<file path="src/drcm_pkg.sv">
/*
  shared constants, types and decode helpers for the dram row/column
  address multiplexer. assumes a 24-bit system address and 16 memory
  address pins.
*/
package drcm_pkg;

  // ****************************************
  // widths
  // ****************************************
  localparam int ADDR_W = 24;
  localparam int MEM_A_W = 16;
  localparam int REG_A_W = 8;
  localparam int DATA_W = 32;
  localparam int CNT_W = 16;

  // ****************************************
  // register map
  // ****************************************
  localparam logic [7:0] CTRL_OFS = 8'h00;
  localparam logic [7:0] STAT_OFS = 8'h04;
  localparam logic [7:0] HIT_OFS = 8'h08;
  localparam logic [7:0] MISS_OFS = 8'h0C;

  // control fields
  localparam int CTRL_SEL_LSB = 0;
  localparam int CTRL_SEL_W = 3;
  localparam int CTRL_W16_BIT = 4;
  localparam int CTRL_SDR_BIT = 6;
  localparam int CTRL_BURST_BIT = 7;
  localparam int CTRL_W = 8;
  localparam logic [7:0] CTRL_RST = 8'h00;

  // status fields
  localparam int STAT_OPEN_BIT = 0;
  localparam int STAT_BUSY_BIT = 1;
  localparam int STAT_HIT_BIT = 2;
  localparam int STAT_ROW_LSB = 8;
  localparam logic [CNT_W-1:0] CNT_RST = 16'h0000;

  // ****************************************
  // address multiplex constants
  // ****************************************
  localparam logic [4:0] ROW_SHIFT_BASE = 5'h08;
  localparam logic [4:0] PSEL_BASE = 5'h09;
  localparam int PSEL_TOP = 15;

  typedef enum {
    DRCM_IDLE,
    DRCM_CLOSE,
    DRCM_OPEN,
    DRCM_COLUMN
  } drcm_state_t;

  // true when bit index idx lies at or above the low bound lo
  function automatic logic drcm_at_or_above(input int idx, input logic [4:0] lo);
    drcm_at_or_above = (idx >= int'(lo));
  endfunction

endpackage

</file>
<file path="src/drcm_addr_if.sv">
/*
  carrier between the sequencer and its address helpers.
  assumes one clock domain; all signals combinational here.
*/
`timescale 1ns/10ps
interface drcm_addr_if;
  logic [2:0] mux_sel;
  logic space_16bit;
  logic sdram_space_en;
  logic pc_flag;
  logic [23:0] addr;
  logic [23:0] open_addr;
  logic [15:0] row_addr;
  logic [15:0] col_addr;
  logic row_hit;

  modport seq (output mux_sel, space_16bit, sdram_space_en, pc_flag, addr, open_addr,
               input row_addr, col_addr, row_hit);
  modport mux (input mux_sel, sdram_space_en, pc_flag, addr,
               output row_addr, col_addr);
  modport cmp (input mux_sel, space_16bit, addr, open_addr,
               output row_hit);
endinterface

</file>
<file path="src/drcm_top.sv">
/*
  dram / synchronous dram row-column address multiplexer with burst
  same-row detection and a small access sequencer.
  assumes a same-clock access requester and a plain register port.

// What this block does
// - shift row address down by selected amount
// - select field picks compared row bits
// - precharge indication with sdram bit and space
// - code x00: 8-bit shift, compare from A8/A9
// - code x01: 9-bit shift, compare from A9/A10
// - code x10: 10-bit shift, compare from A10/A11
// - code x11: 11-bit shift, compare from A11/A12
// - 16-bit space compares one bit higher
// - precharge indication on column A15 down
// - burst disabled forces full access always
*/
// Our own choices: the placing of the registers and the plain strobed port.
`timescale 1ns/10ps
module drcm_top (
  input wire logic mclk_in,
  input wire logic resetn_in,
  input wire logic [7:0] reg_addr_in,
  input wire logic [31:0] reg_wdata_in,
  input wire logic reg_wr_in,
  input wire logic reg_rd_in,
  output logic [31:0] reg_rdata_out,
  input wire logic acc_valid_in,
  input wire logic [23:0] acc_addr_in,
  output logic acc_ready_out,
  output logic acc_done_out,
  output logic [15:0] mem_addr_out,
  output logic row_strobe_out,
  output logic col_strobe_out,
  output logic close_strobe_out
);

  // ****************************************
  // declarations
  // ****************************************
  drcm_addr_if ai ();

  drcm_pkg::drcm_state_t state_r;
  drcm_pkg::drcm_state_t state_nxt;
  logic [7:0] ctrl_r;
  logic [23:0] addr_r;
  logic [23:0] open_addr_r;
  logic row_open_r;
  logic reopen_r;
  logic last_hit_r;
  logic [15:0] hit_cnt_r;
  logic [15:0] miss_cnt_r;
  logic [31:0] rdata_r;
  logic [15:0] mem_addr_r;
  logic row_strobe_r;
  logic col_strobe_r;
  logic close_strobe_r;
  logic done_r;
  logic burst_access_en;
  logic sdram_space_en;
  logic space_16bit;
  logic [2:0] mux_sel;
  logic mux_sel_interface_bit;
  logic mux_sel_shift_hi;
  logic mux_sel_shift_lo;
  logic accept;
  logic burst_hit;
  logic ctrl_wr;
  logic auto_close;

  // ****************************************
  // control field decode
  // ****************************************
  assign burst_access_en = ctrl_r[drcm_pkg::CTRL_BURST_BIT];
  assign sdram_space_en = ctrl_r[drcm_pkg::CTRL_SDR_BIT];
  assign space_16bit = ctrl_r[drcm_pkg::CTRL_W16_BIT];
  assign mux_sel = ctrl_r[drcm_pkg::CTRL_SEL_LSB +: drcm_pkg::CTRL_SEL_W];
  assign mux_sel_interface_bit = mux_sel[2];
  assign mux_sel_shift_hi = mux_sel[1];
  assign mux_sel_shift_lo = mux_sel[0];

  // ****************************************
  // helpers
  // ****************************************
  assign ai.mux_sel = {mux_sel_interface_bit, mux_sel_shift_hi, mux_sel_shift_lo};
  assign ai.space_16bit = space_16bit;
  assign ai.sdram_space_en = sdram_space_en;
  // column carries the close indication only when no burst keeps the row
  assign ai.pc_flag = ~burst_access_en;
  // compare against the incoming address while idle, held address after
  assign ai.addr = (state_r == drcm_pkg::DRCM_IDLE) ? acc_addr_in : addr_r;
  assign ai.open_addr = open_addr_r;

  drcm_addr_mux u_mux (
    .a(ai.mux)
  );

  drcm_row_cmp u_cmp (
    .a(ai.cmp)
  );

  // ****************************************
  // sequencer
  // ****************************************
  assign acc_ready_out = (state_r == drcm_pkg::DRCM_IDLE);
  assign accept = acc_valid_in & acc_ready_out;
  // a hit only counts while burst access is on and a row is open
  assign burst_hit = burst_access_en & row_open_r & ai.row_hit;
  assign ctrl_wr = reg_wr_in && (reg_addr_in == drcm_pkg::CTRL_OFS);
  // sdram with indication closes the row on the column cycle of a full access
  assign auto_close = mux_sel_interface_bit & sdram_space_en;

  always_comb begin
    state_nxt = state_r;
    unique case (state_r)
      drcm_pkg::DRCM_IDLE: begin
        if (accept) begin
          if (burst_hit) begin
            state_nxt = drcm_pkg::DRCM_COLUMN;
          end else if (row_open_r) begin
            state_nxt = drcm_pkg::DRCM_CLOSE;
          end else begin
            state_nxt = drcm_pkg::DRCM_OPEN;
          end
        end
      end
      drcm_pkg::DRCM_CLOSE: begin
        state_nxt = reopen_r ? drcm_pkg::DRCM_OPEN : drcm_pkg::DRCM_IDLE;
      end
      drcm_pkg::DRCM_OPEN: begin
        state_nxt = drcm_pkg::DRCM_COLUMN;
      end
      drcm_pkg::DRCM_COLUMN: begin
        if (burst_access_en || auto_close) begin
          state_nxt = drcm_pkg::DRCM_IDLE;
        end else begin
          state_nxt = drcm_pkg::DRCM_CLOSE;
        end
      end
    endcase
  end

  always_ff @(posedge mclk_in or negedge resetn_in) begin
    if (!resetn_in) begin
      state_r <= drcm_pkg::DRCM_IDLE;
    end else begin
      state_r <= state_nxt;
    end
  end

  always_ff @(posedge mclk_in or negedge resetn_in) begin
    if (!resetn_in) begin
      addr_r <= 24'h000000;
    end else if (accept) begin
      addr_r <= acc_addr_in;
    end
  end

  // close from idle reopens; close after a full access does not
  always_ff @(posedge mclk_in or negedge resetn_in) begin
    if (!resetn_in) begin
      reopen_r <= 1'b0;
    end else if (accept) begin
      reopen_r <= 1'b1;
    end else if (state_r == drcm_pkg::DRCM_COLUMN) begin
      reopen_r <= 1'b0;
    end
  end

  // ****************************************
  // open row tracking
  // ****************************************
  // a config write drops the row: old compare range no longer valid
  always_ff @(posedge mclk_in or negedge resetn_in) begin
    if (!resetn_in) begin
      row_open_r <= 1'b0;
    end else if (state_r == drcm_pkg::DRCM_OPEN) begin
      row_open_r <= 1'b1;
    end else if (state_r == drcm_pkg::DRCM_CLOSE) begin
      row_open_r <= 1'b0;
    end else if (state_r == drcm_pkg::DRCM_COLUMN && !burst_access_en) begin
      row_open_r <= 1'b0;
    end else if (ctrl_wr) begin
      row_open_r <= 1'b0;
    end
  end

  always_ff @(posedge mclk_in or negedge resetn_in) begin
    if (!resetn_in) begin
      open_addr_r <= 24'h000000;
    end else if (state_r == drcm_pkg::DRCM_OPEN) begin
      open_addr_r <= addr_r;
    end
  end

  always_ff @(posedge mclk_in or negedge resetn_in) begin
    if (!resetn_in) begin
      last_hit_r <= 1'b0;
    end else if (accept) begin
      last_hit_r <= burst_hit;
    end
  end

  // ****************************************
  // pin outputs
  // ****************************************
  always_ff @(posedge mclk_in or negedge resetn_in) begin
    if (!resetn_in) begin
      mem_addr_r <= 16'h0000;
    end else if (state_r == drcm_pkg::DRCM_OPEN) begin
      mem_addr_r <= ai.row_addr;
    end else if (state_r == drcm_pkg::DRCM_COLUMN) begin
      mem_addr_r <= ai.col_addr;
    end
  end

  // strobes registered beside the address: pins and strobe move on one edge
  always_ff @(posedge mclk_in or negedge resetn_in) begin
    if (!resetn_in) begin
      row_strobe_r <= 1'b0;
    end else begin
      row_strobe_r <= (state_r == drcm_pkg::DRCM_OPEN);
    end
  end

  always_ff @(posedge mclk_in or negedge resetn_in) begin
    if (!resetn_in) begin
      col_strobe_r <= 1'b0;
    end else begin
      col_strobe_r <= (state_r == drcm_pkg::DRCM_COLUMN);
    end
  end

  // no close pulse after a full access for sdram with indication: the column already closes
  always_ff @(posedge mclk_in or negedge resetn_in) begin
    if (!resetn_in) begin
      close_strobe_r <= 1'b0;
    end else begin
      close_strobe_r <= (state_r == drcm_pkg::DRCM_CLOSE);
    end
  end

  // done rides with the column, not with ready, so a close may still follow
  always_ff @(posedge mclk_in or negedge resetn_in) begin
    if (!resetn_in) begin
      done_r <= 1'b0;
    end else begin
      done_r <= (state_r == drcm_pkg::DRCM_COLUMN);
    end
  end

  assign mem_addr_out = mem_addr_r;
  assign row_strobe_out = row_strobe_r;
  assign col_strobe_out = col_strobe_r;
  assign close_strobe_out = close_strobe_r;
  assign acc_done_out = done_r;

  // ****************************************
  // registers
  // ****************************************
  always_ff @(posedge mclk_in or negedge resetn_in) begin
    if (!resetn_in) begin
      ctrl_r <= drcm_pkg::CTRL_RST;
    end else if (ctrl_wr) begin
      ctrl_r <= reg_wdata_in[7:0];
    end
  end

  // counters saturate; a write to either clears it, a count the same cycle wins
  always_ff @(posedge mclk_in or negedge resetn_in) begin
    if (!resetn_in) begin
      hit_cnt_r <= drcm_pkg::CNT_RST;
    end else if (accept && burst_hit) begin
      hit_cnt_r <= (&hit_cnt_r) ? hit_cnt_r : hit_cnt_r + 16'h0001;
    end else if (reg_wr_in && reg_addr_in == drcm_pkg::HIT_OFS) begin
      hit_cnt_r <= drcm_pkg::CNT_RST;
    end
  end

  always_ff @(posedge mclk_in or negedge resetn_in) begin
    if (!resetn_in) begin
      miss_cnt_r <= drcm_pkg::CNT_RST;
    end else if (accept && !burst_hit) begin
      miss_cnt_r <= (&miss_cnt_r) ? miss_cnt_r : miss_cnt_r + 16'h0001;
    end else if (reg_wr_in && reg_addr_in == drcm_pkg::MISS_OFS) begin
      miss_cnt_r <= drcm_pkg::CNT_RST;
    end
  end

  always_ff @(posedge mclk_in or negedge resetn_in) begin
    if (!resetn_in) begin
      rdata_r <= 32'h00000000;
    end else if (reg_rd_in) begin
      unique case (reg_addr_in)
        drcm_pkg::CTRL_OFS: rdata_r <= {24'h000000, ctrl_r};
        drcm_pkg::STAT_OFS: rdata_r <= {open_addr_r, 5'h00, last_hit_r,
                                        ~acc_ready_out, row_open_r};
        drcm_pkg::HIT_OFS: rdata_r <= {16'h0000, hit_cnt_r};
        drcm_pkg::MISS_OFS: rdata_r <= {16'h0000, miss_cnt_r};
        default: rdata_r <= 32'h00000000;
      endcase
    end else begin
      rdata_r <= 32'h00000000;
    end
  end

  assign reg_rdata_out = rdata_r;

endmodule

</file>
<file path="src/drcm_addr_mux.sv">
/*
  row and column address formation for the memory pins.
  assumes the sequencer holds addr steady while it is used.
*/
`timescale 1ns/10ps
module drcm_addr_mux (
  drcm_addr_if.mux a
);

  logic [4:0] shift;
  logic [4:0] psel_lo;
  logic psel_on;
  logic [23:0] shifted;

  // ****************************************
  // row address
  // ****************************************
  assign shift = drcm_pkg::ROW_SHIFT_BASE + {3'h0, a.mux_sel[1:0]};
  assign shifted = a.addr >> shift;
  assign a.row_addr = shifted[15:0];

  // ****************************************
  // column address
  // ****************************************
  // indication only when both the interface bit and sdram space agree
  assign psel_on = a.mux_sel[2] & a.sdram_space_en;
  assign psel_lo = drcm_pkg::PSEL_BASE + {3'h0, a.mux_sel[1:0]};

  genvar i;
  generate
    for (i = 0; i < drcm_pkg::MEM_A_W; i++) begin : g_col
      if (i <= drcm_pkg::PSEL_TOP) begin : g_psel
        assign a.col_addr[i] = (psel_on && drcm_pkg::drcm_at_or_above(i, psel_lo)) ?
                               a.pc_flag : a.addr[i];
      end else begin : g_plain
        assign a.col_addr[i] = a.addr[i];
      end
    end
  endgenerate

endmodule

</file>
<file path="src/drcm_row_cmp.sv">
/*
  same-row detection for burst accesses.
  assumes open_addr holds the address that opened the current row.
*/
`timescale 1ns/10ps
module drcm_row_cmp (
  drcm_addr_if.cmp a
);

  logic [4:0] cmp_lo;
  logic [23:0] diff;

  // ****************************************
  // compare range
  // ****************************************
  // wide space starts one bit higher for the same shift
  assign cmp_lo = drcm_pkg::ROW_SHIFT_BASE + {3'h0, a.mux_sel[1:0]}
                  + {4'h0, a.space_16bit};

  genvar i;
  generate
    for (i = 0; i < drcm_pkg::ADDR_W; i++) begin : g_diff
      assign diff[i] = drcm_pkg::drcm_at_or_above(i, cmp_lo)
                       & (a.addr[i] ^ a.open_addr[i]);
    end
  endgenerate

  assign a.row_hit = ~|diff;

endmodule

</file>
<file path="config.mk">
export PLATFORM = sky130hd
export DESIGN_NAME = drcm_top
export DESIGN_NICKNAME = d
export VERILOG_FILES = /design/src/drcm_pkg.sv /design/src/drcm_addr_if.sv /design/src/drcm_top.sv /design/src/drcm_addr_mux.sv /design/src/drcm_row_cmp.sv
export SDC_FILE = /design/constraint.sdc
export NUM_CORES = 1
export LEC_CHECK = 0
export ABC_AREA = 1
export BUFFER_PORTS_ARGS = -buffer_cell sky130_fd_sc_hd__buf_2
export CORE_AREA = 2 2 120 122
export DETAILED_ROUTE_END_ITERATION = 8
export DIE_AREA = 0 0 122 124
export HOLD_SLACK_MARGIN = 0.06
export PLACE_DENSITY = 0.79
export SYNTH_ARGS = -nofsm -noshare
export SYNTH_HDL_FRONTEND = slang
export SYNTH_SLANG_ARGS = --single-unit
</file>
<file path="constraint.sdc">
create_clock -name mclk_in -period 3.05 [get_ports mclk_in]
set_input_delay 0.4575 -clock mclk_in [delete_from_list [all_inputs] [get_ports mclk_in]]
set_output_delay 0.4575 -clock mclk_in [all_outputs]
set_load 0.05 [all_outputs]
</file>
# Word-level counts from Yosys, hierarchy flattened
# Cells that the tools add are included.
# totals
elab_cells	204
register_bits	174
out_inout_bits	53
inputBits	69
# op_classes
shift	1
reduce_logical	39
eq_ne	12
mux	39
bitwise_logic	54
add_sub_neg	5
magnitude_cmp	40
# op_table
op	n
32-bit case mux with 4 select lines	2
16-bit two-way mux	8
32-bit by 2-bit == test with 1-bit output, second input constant	3
32-bit two-way mux	3
4-bit by 5-bit greater-or-equal comparator with 1-bit output, first input constant	16
32-bit by 3-bit == test with 1-bit output, second input constant	2
32-bit logical NOT	2
3-bit by 5-bit greater-or-equal comparator with 1-bit output, first input constant	8
5-bit greater-or-equal comparator, first input constant	8
16-bit by 1-bit adder with 16-bit output, second input constant	2
32-bit by 1-bit == test with 1-bit output, second input constant	1
16-bit AND reduction	2
1-bit bitwise AND	28
24-bit two-way mux	1
24-bit OR reduction	1
24-bit by 5-bit >> shifter with 16-bit output	1
1-bit XOR	24
1-bit two-way mux	23
1-bit logical AND	22
1-bit by 5-bit greater-or-equal comparator with 1-bit output, first input constant	4
2-bit by 5-bit greater-or-equal comparator with 1-bit output, first input constant	4
8-bit by 4-bit == test with 1-bit output, second input constant	2
4-bit by 2-bit adder with 5-bit output, first input constant	2
8-bit by 3-bit == test with 1-bit output, second input constant	1
other kinds (10)	20

# Depth between registers and ports, before layout
# Gate-level depths: netlist of run 1.
# depth
depth_word	11
mapped_depth	16
depth_no_buf	14

# Cells and area by module
# From an unflattened synthesis of run 1, not the netlist that was laid out.
# hier_totals
hier_cells	1093
hier_area_um2	7896.3
# modules_own_cells
module	cells_per_inst	seq_area_each_um2	area_per_inst_um2	instances
drcm_top	877	3603.5	6782.8	1
drcm_addr_mux	133	0.0	711.9	1
drcm_row_cmp	83	0.0	401.6	1

# Worst setup path after synthesis of run 1
# OpenSTA, ideal clock, no wires.
# synth_path
kind	register to register
startpoint	register ctrl_r[0]
endpoint	register miss_cnt_r[10]
stages_incl_launch_ff	16
n_path_buf	1
required_time_ns	2.932
arrival_time_ns	2.089
slack_ns	0.844
setup_time_ns	0.118
synth_period_minus_slack_ns	2.206
path_cell_list	dfrtp_1 > ha_1 > inv_1 > ha_1 > nor2_1 > nor2_1 > nor2_1 > nand3_1 > nand2_1 > nor2_1 > nand3_1 > nand2_1 > nand2_2 > buf_6 > nand3_1 > nand2_1
# synth_between
elab_chain_cells	11
word_cells_on_any_way	59
classes_between	add/sub: 2; order compare: 24; eq/ne: 1; mux: 1; bitwise: 25; reduce/logical: 6
# synth_lines
element	line	text
start: declaration	drcm_top.sv:45	logic [7:0] ctrl_r;
start signal: assignment	drcm_top.sv:263	ctrl_r <= drcm_pkg::CTRL_RST;
start signal: assignment	drcm_top.sv:265	ctrl_r <= reg_wdata_in[7:0];
4-bit by 2-bit adder with 5-bit output (*)	drcm_row_cmp.sv:17	assign cmp_lo = drcm_pkg::ROW_SHIFT_BASE + {3'h0, a.mux_sel[1:0]}
5-bit by 1-bit adder with 5-bit output (*)	drcm_row_cmp.sv:18	+ {4'h0, a.space_16bit};
1-bit by 5-bit greater-or-equal comparator with 1-bit output, or another cell as far along	drcm_pkg.sv:57	drcm_at_or_above = (idx >= int'(lo));
1-bit bitwise AND	drcm_row_cmp.sv:24	& (a.addr[i] ^ a.open_addr[i]);
24-bit OR reduction (*)	drcm_row_cmp.sv:28	assign a.row_hit = ~|diff;
1-bit logical NOT (*)	drcm_row_cmp.sv:28	
1-bit bitwise AND (*)	drcm_top.sv:108	assign burst_hit = burst_access_en & row_open_r & ai.row_hit;
1-bit logical NOT (*)	drcm_top.sv:283	end else if (accept && !burst_hit) begin
1-bit logical AND (*)	drcm_top.sv:283	
2-bit != test (no line) / 2-bit nonzero test (equally long branches)	-	
2-bit AND reduction (no line)	-	
end signal: assignment	drcm_top.sv:282	miss_cnt_r <= drcm_pkg::CNT_RST;
end signal: assignment	drcm_top.sv:284	miss_cnt_r <= (&miss_cnt_r) ? miss_cnt_r : miss_cnt_r + 16'h0001;
end signal: assignment	drcm_top.sv:286	miss_cnt_r <= drcm_pkg::CNT_RST;
end: declaration	drcm_top.sv:52	logic [15:0] miss_cnt_r;
# Every way passes the cells marked *; elsewhere a longest branch is shown, timed or not.
# A chain may end at the register's enable or synchronous reset.

# Worst setup path after layout of run 1
# layout_path
startpoint	register state_r[0]
endpoint	register miss_cnt_r[10]
# layout_between
elab_chain_cells	11
word_cells_on_any_way	60
classes_between	eq/ne: 1; mux: 2; bitwise: 50; reduce/logical: 7
# layout_lines
element	line	text
start: declaration	drcm_top.sv:43	drcm_pkg::drcm_state_t state_r;
start signal: assignment	drcm_top.sv:145	state_r <= drcm_pkg::DRCM_IDLE;
start signal: assignment	drcm_top.sv:147	state_r <= state_nxt;
32-bit logical NOT (*)	drcm_top.sv:91, drcm_top.sv:105	
24-bit two-way mux	drcm_top.sv:91	assign ai.addr = (state_r == drcm_pkg::DRCM_IDLE) ? acc_addr_in : addr_r;
1-bit XOR	drcm_row_cmp.sv:24	
1-bit bitwise AND	drcm_row_cmp.sv:24	
24-bit OR reduction	drcm_row_cmp.sv:28	
1-bit logical NOT	drcm_row_cmp.sv:28	
1-bit bitwise AND	drcm_top.sv:108	
1-bit logical NOT	drcm_top.sv:283	
1-bit logical AND (*)	drcm_top.sv:283	
2-bit != test (no line) / 2-bit nonzero test (equally long branches)	-	
2-bit AND reduction (no line)	-	
# Marks and branches as above.

==> run summary, run 1 <==
Status: finished, final reports clean
Final setup skew: 0.00652 ns
Initial DRC count: 848
Largest net degree at the start of global routing: 65
Gr usage total: 0.295
CP Capture Type: flop
CTS tree: built
Crit share post-route: 0.900
H-Tree Depth: 4
Routed via count: 7,293
Synth area leaders: dfrtp_1, nand2_1, nand3_1
Max-slew violation count: 0
# Post-CTS Setup Buffers: 0
Rows: 43
Placer congestion estimate: 0.945
Max VDD drop: 0.890 mV
Crit-path max cell delay: 0.52 ns
Final cell count without fillers: 1,344
CTS resizes: 0
Initial antenna violation count: 0
First-pass GRT wire length: 34,000 um
Final HPWL DP: 15,000 um
Overflow after GRT: 0
Clk slew on worst S/H paths: 0.06 ns
Final worst slack: 0.306 ns
Setup Crit Path Kind: flop to flop
Root buf cell: clkbuf_16
Avg WL per Cell: 15.7 um
Pwr dens: 934 nW/um^2
Core area: 13,700 um^2
Slowest CP cell: dfrtp_1
Endpoints failing setup: 0
Part of the Yosys area used for sequential elements: 0.467
Layout area overhead: 17.8%
Synth unique cells: 33
Syn Nets: 1,133
Critical path fanouts, max: 20
Reg-to-reg setup timing slack: 0.31 ns
Layout cell share with drive strength beyond 1: 0.139
WP data arrival: 3.06 ns
Clk buf depth: 2
Footprint of the multi-input gates: 3350 um^2
Max-cap violations: 0
Setup TNS after final layout: 0 ns
Share of Yosys cell area claimed by the top area cell type: 0.467
Flops & latches, synth: 144
Tmin final: 2.74 ns
Vias in the first global route: 6,682
Syn Inst Count: 1,051
Fill count: 1,157
Core Util, Final: 0.663
Syn_area_per_cell: 7.34 um^2
Leak pwr: 4.93 nW
Clk Latency, worst-skew pair: 0.43 ns
RSZ-0062 raised after global routing: false
DP Cell Count: 1,311
DIE AREA: 15,100 um^2
Initial Util: 0.563
Nets@finish: 1,233
Drt total wl: 21,100 um
Port Buf Inserts: 97
N_diodes: 0
Hold Path Class: input port to flop
Post-route DRC violation count: 0
Final hold vios: 0
Fmax: 364 MHz
TritonCTS sink count: 144
Netlist Area Pre-Place: 7720 um^2
Worst Tran Pin Value: 0.558 ns
Worst path cell trace: inv_2, nand2_2, buf_12, nand2_1, nand2_1, nand2_1, nand2_1, nor2_1, nand2_1, nor2_1, nand3_1, nand2_1, nand2_2, nand3_1, nand2_1
Drt first pass iters: 6
WP data required: 3.36 ns
Hold Slack: 0.219 ns
Pre-CTS setup slack: 0.385 ns
Die width: 122 um
Worst slew margin: 0.624
Total CTS buffers: 17
Register Area: 3600 um^2
Setup crit start kind: flop
Synth warn: 0
Die height: 124 um
Synth area leader: dfrtp_1
Most frequent CP cell: nand2_1
IO Count: 122
Detail Route Antenna Nets: 0
Vias/cell: 5.43
## registers in the layout, summed over array words and instances, names as in the netlist
signal / cells
ai.open_addr: 24
row_strobe_out: 1
reopen_r: 1
hit_cnt_r: 16
last_hit_r: 1
acc_done_out: 1
state_r: 2
reg_rdata_out: 32
close_strobe_out: 1
addr_r: 24
miss_cnt_r: 16
mem_addr_out: 16
row_open_r: 1
ctrl_r: 8
## Yosys cell counts (all sizes together)
cell / number
o22ai: 14
a21oi: 18
ha: 13
o21bai: 1
nor3: 6
buf: 11
dfrtp: 144
clkinv: 2
o211ai: 4
nand2: 319
o2111ai: 2
nand4: 15
a41oi: 2
o32ai: 1
nand3: 113
nand3b: 1
o31ai: 2
o21ai: 95
clkbuf: 25
xor2: 11
nor2: 88
inv: 153
a211oi: 2
or2: 3
o221ai: 2
a31oi: 4
## timing repair
| item | in CTS | in global routing |
|---|---|---|
| endpoints found under the setup margin | 0 | 0 |
| hold endpoints to repair | 52 | 0 |
| hold buffers | 1 | 0 |
## through the flow
stage	total power, mW	cell area [um^2]
2_1_floorplan	5.13	7720
3_3_place_gp	6.07	8450
3_5_place_dp	6.15	8450
5_1_grt	9.02	9100
4_1_cts	8.44	9100
6_report	8.49	9100
## logic make-up after synthesis
family	after synthesis	share of synthesized area
AOI/OAI and AO/OA	147	0.105
buffers and inverters	191	0.0995
xor gates and xnor gates	11	0.0125
DFF	144	0.467
adders and majority gates	13	0.0211
and+or+nand+nor	545	0.296
## final timing paths
kind / start / endpoint / cells after the start
worst max-delay path: state_r[0] / miss_cnt_r[10] / 15
worst min-delay path: acc_addr_in[3] / addr_r[3] / 3
worst max register to register: state_r[0] / miss_cnt_r[10] / 15
worst min register to register: mem_addr_out[7] / mem_addr_out[7] / 2
max in group asynchronous: resetn_in / reg_rdata_out[10] / 3
min in group asynchronous: resetn_in / ai.open_addr[21] / 2
## final cells by class
cell class,count,share of cell area
Tap cell,180,0.0248
Sequential cell,144,0.396
Clock buffer,21,0.0495
Inverter,155,0.0640
Multi-Input combinational cell,716,0.369
Timing Repair Buffer,117,0.0763
Clock inverter,11,0.0205
## layout by cell type, fill, tap and decap left out, types with 2 or more instances in the layout
cell type	count
nand2_1	314
inv_1	149
dfrtp_1	144
nand3_1	112
buf_2	96
o21ai_0	95
nor2_1	86
a21oi_1	18
clkbuf_16	17
buf_4	15
o22ai_1	14
nand4_1	13
ha_1	13
xor2_1	11
nor3_1	6
nand2_2	5
bufinv_16	5
inv_2	4
a31oi_1	4
o211ai_1	4
clkinv_2	4
buf_12	4
or2_2	3
clkbuf_1	3
clkinv_1	2
o221ai_1	2
a211oi_1	2
nor2_4	2
o31ai_1	2
nand4_2	2
o2111ai_1	2
a41oi_1	2
## critical path, delay by kind of cell, from the launching register on
family,cells,cell delay (ns)
AND/OR/NAND/NOR,13,1.70
flip-flops,1,0.52
buffers and inverters,2,0.40
## power by group
part	internal, mW	total [mW]	switching, mW
Combinational	0.995	3.47	2.47
Clock	1.47	2.27	0.804
Sequential	2.39	2.76	0.367
Total	4.85	8.49	3.64
## routing by layer
layer  global-route usage  part of all wire  vias up
li1                     -                 -     3540
met2                0.423              0.43      317
met3               0.0755             0.094       31
met1                0.441              0.46     3405
met5                    0                 0        -
met4               0.0884             0.016        0
(Power assumes the default switching activity.)
==> run 2: changes to the inputs <==
- CORE_AREA: 2 2 120 122 -> 2 2 118 120
- CTS_BUF_LIST: default -> sky130_fd_sc_hd__clkbuf_8
- DIE_AREA: 0 0 122 124 -> 0 0 120 122
- PLACE_DENSITY: 0.79 -> 0.81
==> run 2 against run 1 <==
Hold slack worse by 0.018 ns. Die area fell by 3.2%. Register-to-register slack worse by 0.07 ns. Maximum frequency decreased by 2.4%. Global-route usage down 0.086 points. Clock-buffer cell count shrank 2. Final cell count is the same. Non-clock buffer count is 1 higher. Setup slack worse by 0.066 ns. Utilization down 0.62 points.
==> run summary, run 2 (same netlist as run 1, synthesis figures left out) <==
Detail Route Antenna Nets: 0 (unchanged)
Drt first pass iters: 9 (was 6)
Clk buf depth: 2 (unchanged)
WP data required: 3.39 ns (was 3.36 ns)
Core Util, Final: 0.657 (was 0.663)
Routing usage on met1: 0.446 (was 0.441)
CTS resizes: 0 (unchanged)
Hold-fix buffers at CTS: 1 (unchanged)
Setup crit start kind: flop (unchanged)
Hold Crit Start: acc_addr_in[5] (was acc_addr_in[3])
Hold Path Class: input port to flop (unchanged)
Placer congestion estimate: 0.957 (was 0.945)
Final worst slack: 0.240 ns (was 0.306 ns)
Initial DRC count: 825 (was 848)
Root buf cell: clkbuf_8 (was clkbuf_16)
Overflow after GRT: 0 (unchanged)
Initial antenna violation count: 0 (unchanged)
Largest register FFs: 32 (unchanged)
RSZ-0062 raised after global routing: false (unchanged)
Initial Util: 0.572 (was 0.563)
Die height: 122 um (was 124 um)
TritonCTS sink count: 144 (unchanged)
GR Util met2: 0.424 (was 0.423)
Worst r2r src: state_r[1] (was state_r[0])
GRT busiest layer: met1 (unchanged)
Worst Tran Pin Value: 0.592 ns (was 0.558 ns)
Leak pwr: 4.83 nW (was 4.93 nW)
DIE AREA: 14,600 um^2 (was 15,100 um^2)
Status: finished, final reports clean (unchanged)
Crit share post-route: 0.921 (was 0.900)
Vias in the first global route: 6,520 (was 6,682)
Max VDD drop: 1.08 mV (was 0.890 mV)
GR Util met3: 0.0590 (was 0.0755)
Pwr dens: 882 nW/um^2 (was 934 nW/um^2)
CTS tree: built (unchanged)
Avg WL per Cell: 15.4 um (was 15.7 um)
Final HPWL DP: 15,100 um (was 15,000 um)
Final hold vios: 0 (unchanged)
WP data arrival: 3.15 ns (was 3.06 ns)
Critical path fanouts, max: 16 (was 20)
Clk Latency, worst-skew pair: 0.45 ns (was 0.43 ns)
CP Capture Type: flop (unchanged)
Nets@finish: 1,234 (was 1,233)
Drt total wl: 20,700 um (was 21,100 um)
Clk slew on worst S/H paths: 0.08 ns (was 0.06 ns)
Routed via count: 7,230 (was 7,293)
Tot Pwr: 7.83 mW (was 8.49 mW)
H-Tree Depth: 4 (unchanged)
Total CTS buffers: 17 (unchanged)
Fill count: 1,127 (was 1,157)
Endpoints failing setup: 0 (unchanged)
First-pass GRT wire length: 33,300 um (was 34,000 um)
N_diodes: 0 (unchanged)
Port Buf Inserts: 97 (unchanged)
Die width: 120 um (was 122 um)
Commonest cells after routing, fill and taps aside: nand2_1, inv_1, dfrtp_1 (unchanged)
Setup TNS after final layout: 0 ns (unchanged)
Hold path depth: 3 (unchanged)
Worst slew margin: 0.601 (was 0.624)
IO Count: 122 (unchanged)
Tmin final: 2.81 ns (was 2.74 ns)
Final setup skew: 0.0163 ns (was 0.00652 ns)
Layout cell share with drive strength beyond 1: 0.141 (was 0.139)
Hold Slack: 0.201 ns (was 0.219 ns)
Fmax: 356 MHz (was 364 MHz)
Setup Crit Path Kind: flop to flop (unchanged)
Largest net degree at the start of global routing: 71 (was 65)
Gr usage total: 0.294 (was 0.295)
Vias/cell: 5.38 (was 5.43)
Pre-CTS setup slack: 0.351 ns (was 0.385 ns)
Reg2Reg Depth: 13 (was 15)
Max-cap violations: 0 (unchanged)
# Post-CTS Setup Buffers: 0 (unchanged)
Layout area overhead: 14.9% (was 17.8%)
Post-route DRC violation count: 0 (unchanged)
Crit path from: state_r[1] (was state_r[0])
Max-slew violation count: 0 (unchanged)
Leading cell type in the layout, fill and taps excluded: nand2_1 (unchanged)
Rows: 43 (unchanged)
Core area: 13,500 um^2 (was 13,700 um^2)
==> run 2: final cells by class <==
type,instances,area [um^2],share of cell area
well taps,180,225,0.0254
inverters,155,582,0.0656
multi-input cells,716,3350,0.378
flip-flops and latches,144,3600,0.406
clock buffers,19,262,0.0295
clock inverters,12,166,0.0188
repair buffers,118,677,0.0763
==> run 2: stage by stage <==
step | instance area (um^2) | instances
3_5_place_dp | 8430 | 1312
6_report | 8870 | 1344
3_3_place_gp | 8430 | 1312
5_1_grt | 8870 | 1344
2_1_floorplan | 7720 | 1051
4_1_cts | 8870 | 1344
==> run 2: worst paths after layout <==
check                                  endpoint  slack [ns]
worst min-delay path                  addr_r[5]        0.20
worst min register to register  mem_addr_out[7]        0.50
max in group asynchronous         miss_cnt_r[6]        1.81
worst max register to register   miss_cnt_r[14]        0.24
min in group asynchronous            addr_r[21]        0.52
worst max-delay path             miss_cnt_r[14]        0.24
==> run 2: per-layer routing <==
layer  wire length [um]  part of all wire
met5                  0                 0
met4                403             0.020
met3               1850             0.090
met2               8930              0.43
met1               9480              0.46
==> run 2: power by group <==
| part | leakage [nW] | total (mW) | internal [mW] | switching (mW) |
|---|---|---|---|---|
| clock | 0.215 | 1.64 | 0.920 | 0.722 |
| sequential | 1.87 | 2.75 | 2.38 | 0.366 |
| combinational | 2.74 | 3.43 | 0.981 | 2.45 |
==> run 2: critical path, stage by stage (launching register included) <==
cell,delay [ns]
dfrtp_1,0.53
nor2_4,0.37
buf_4,0.25
nand2_1,0.10
nand2_1,0.15
nand2_1,0.07
nand3_1,0.10
nand2_1,0.06
nor2_1,0.18
nand3_1,0.26
nand2_1,0.18
nand2_2,0.23
nand3_1,0.15
nand2_1,0.06
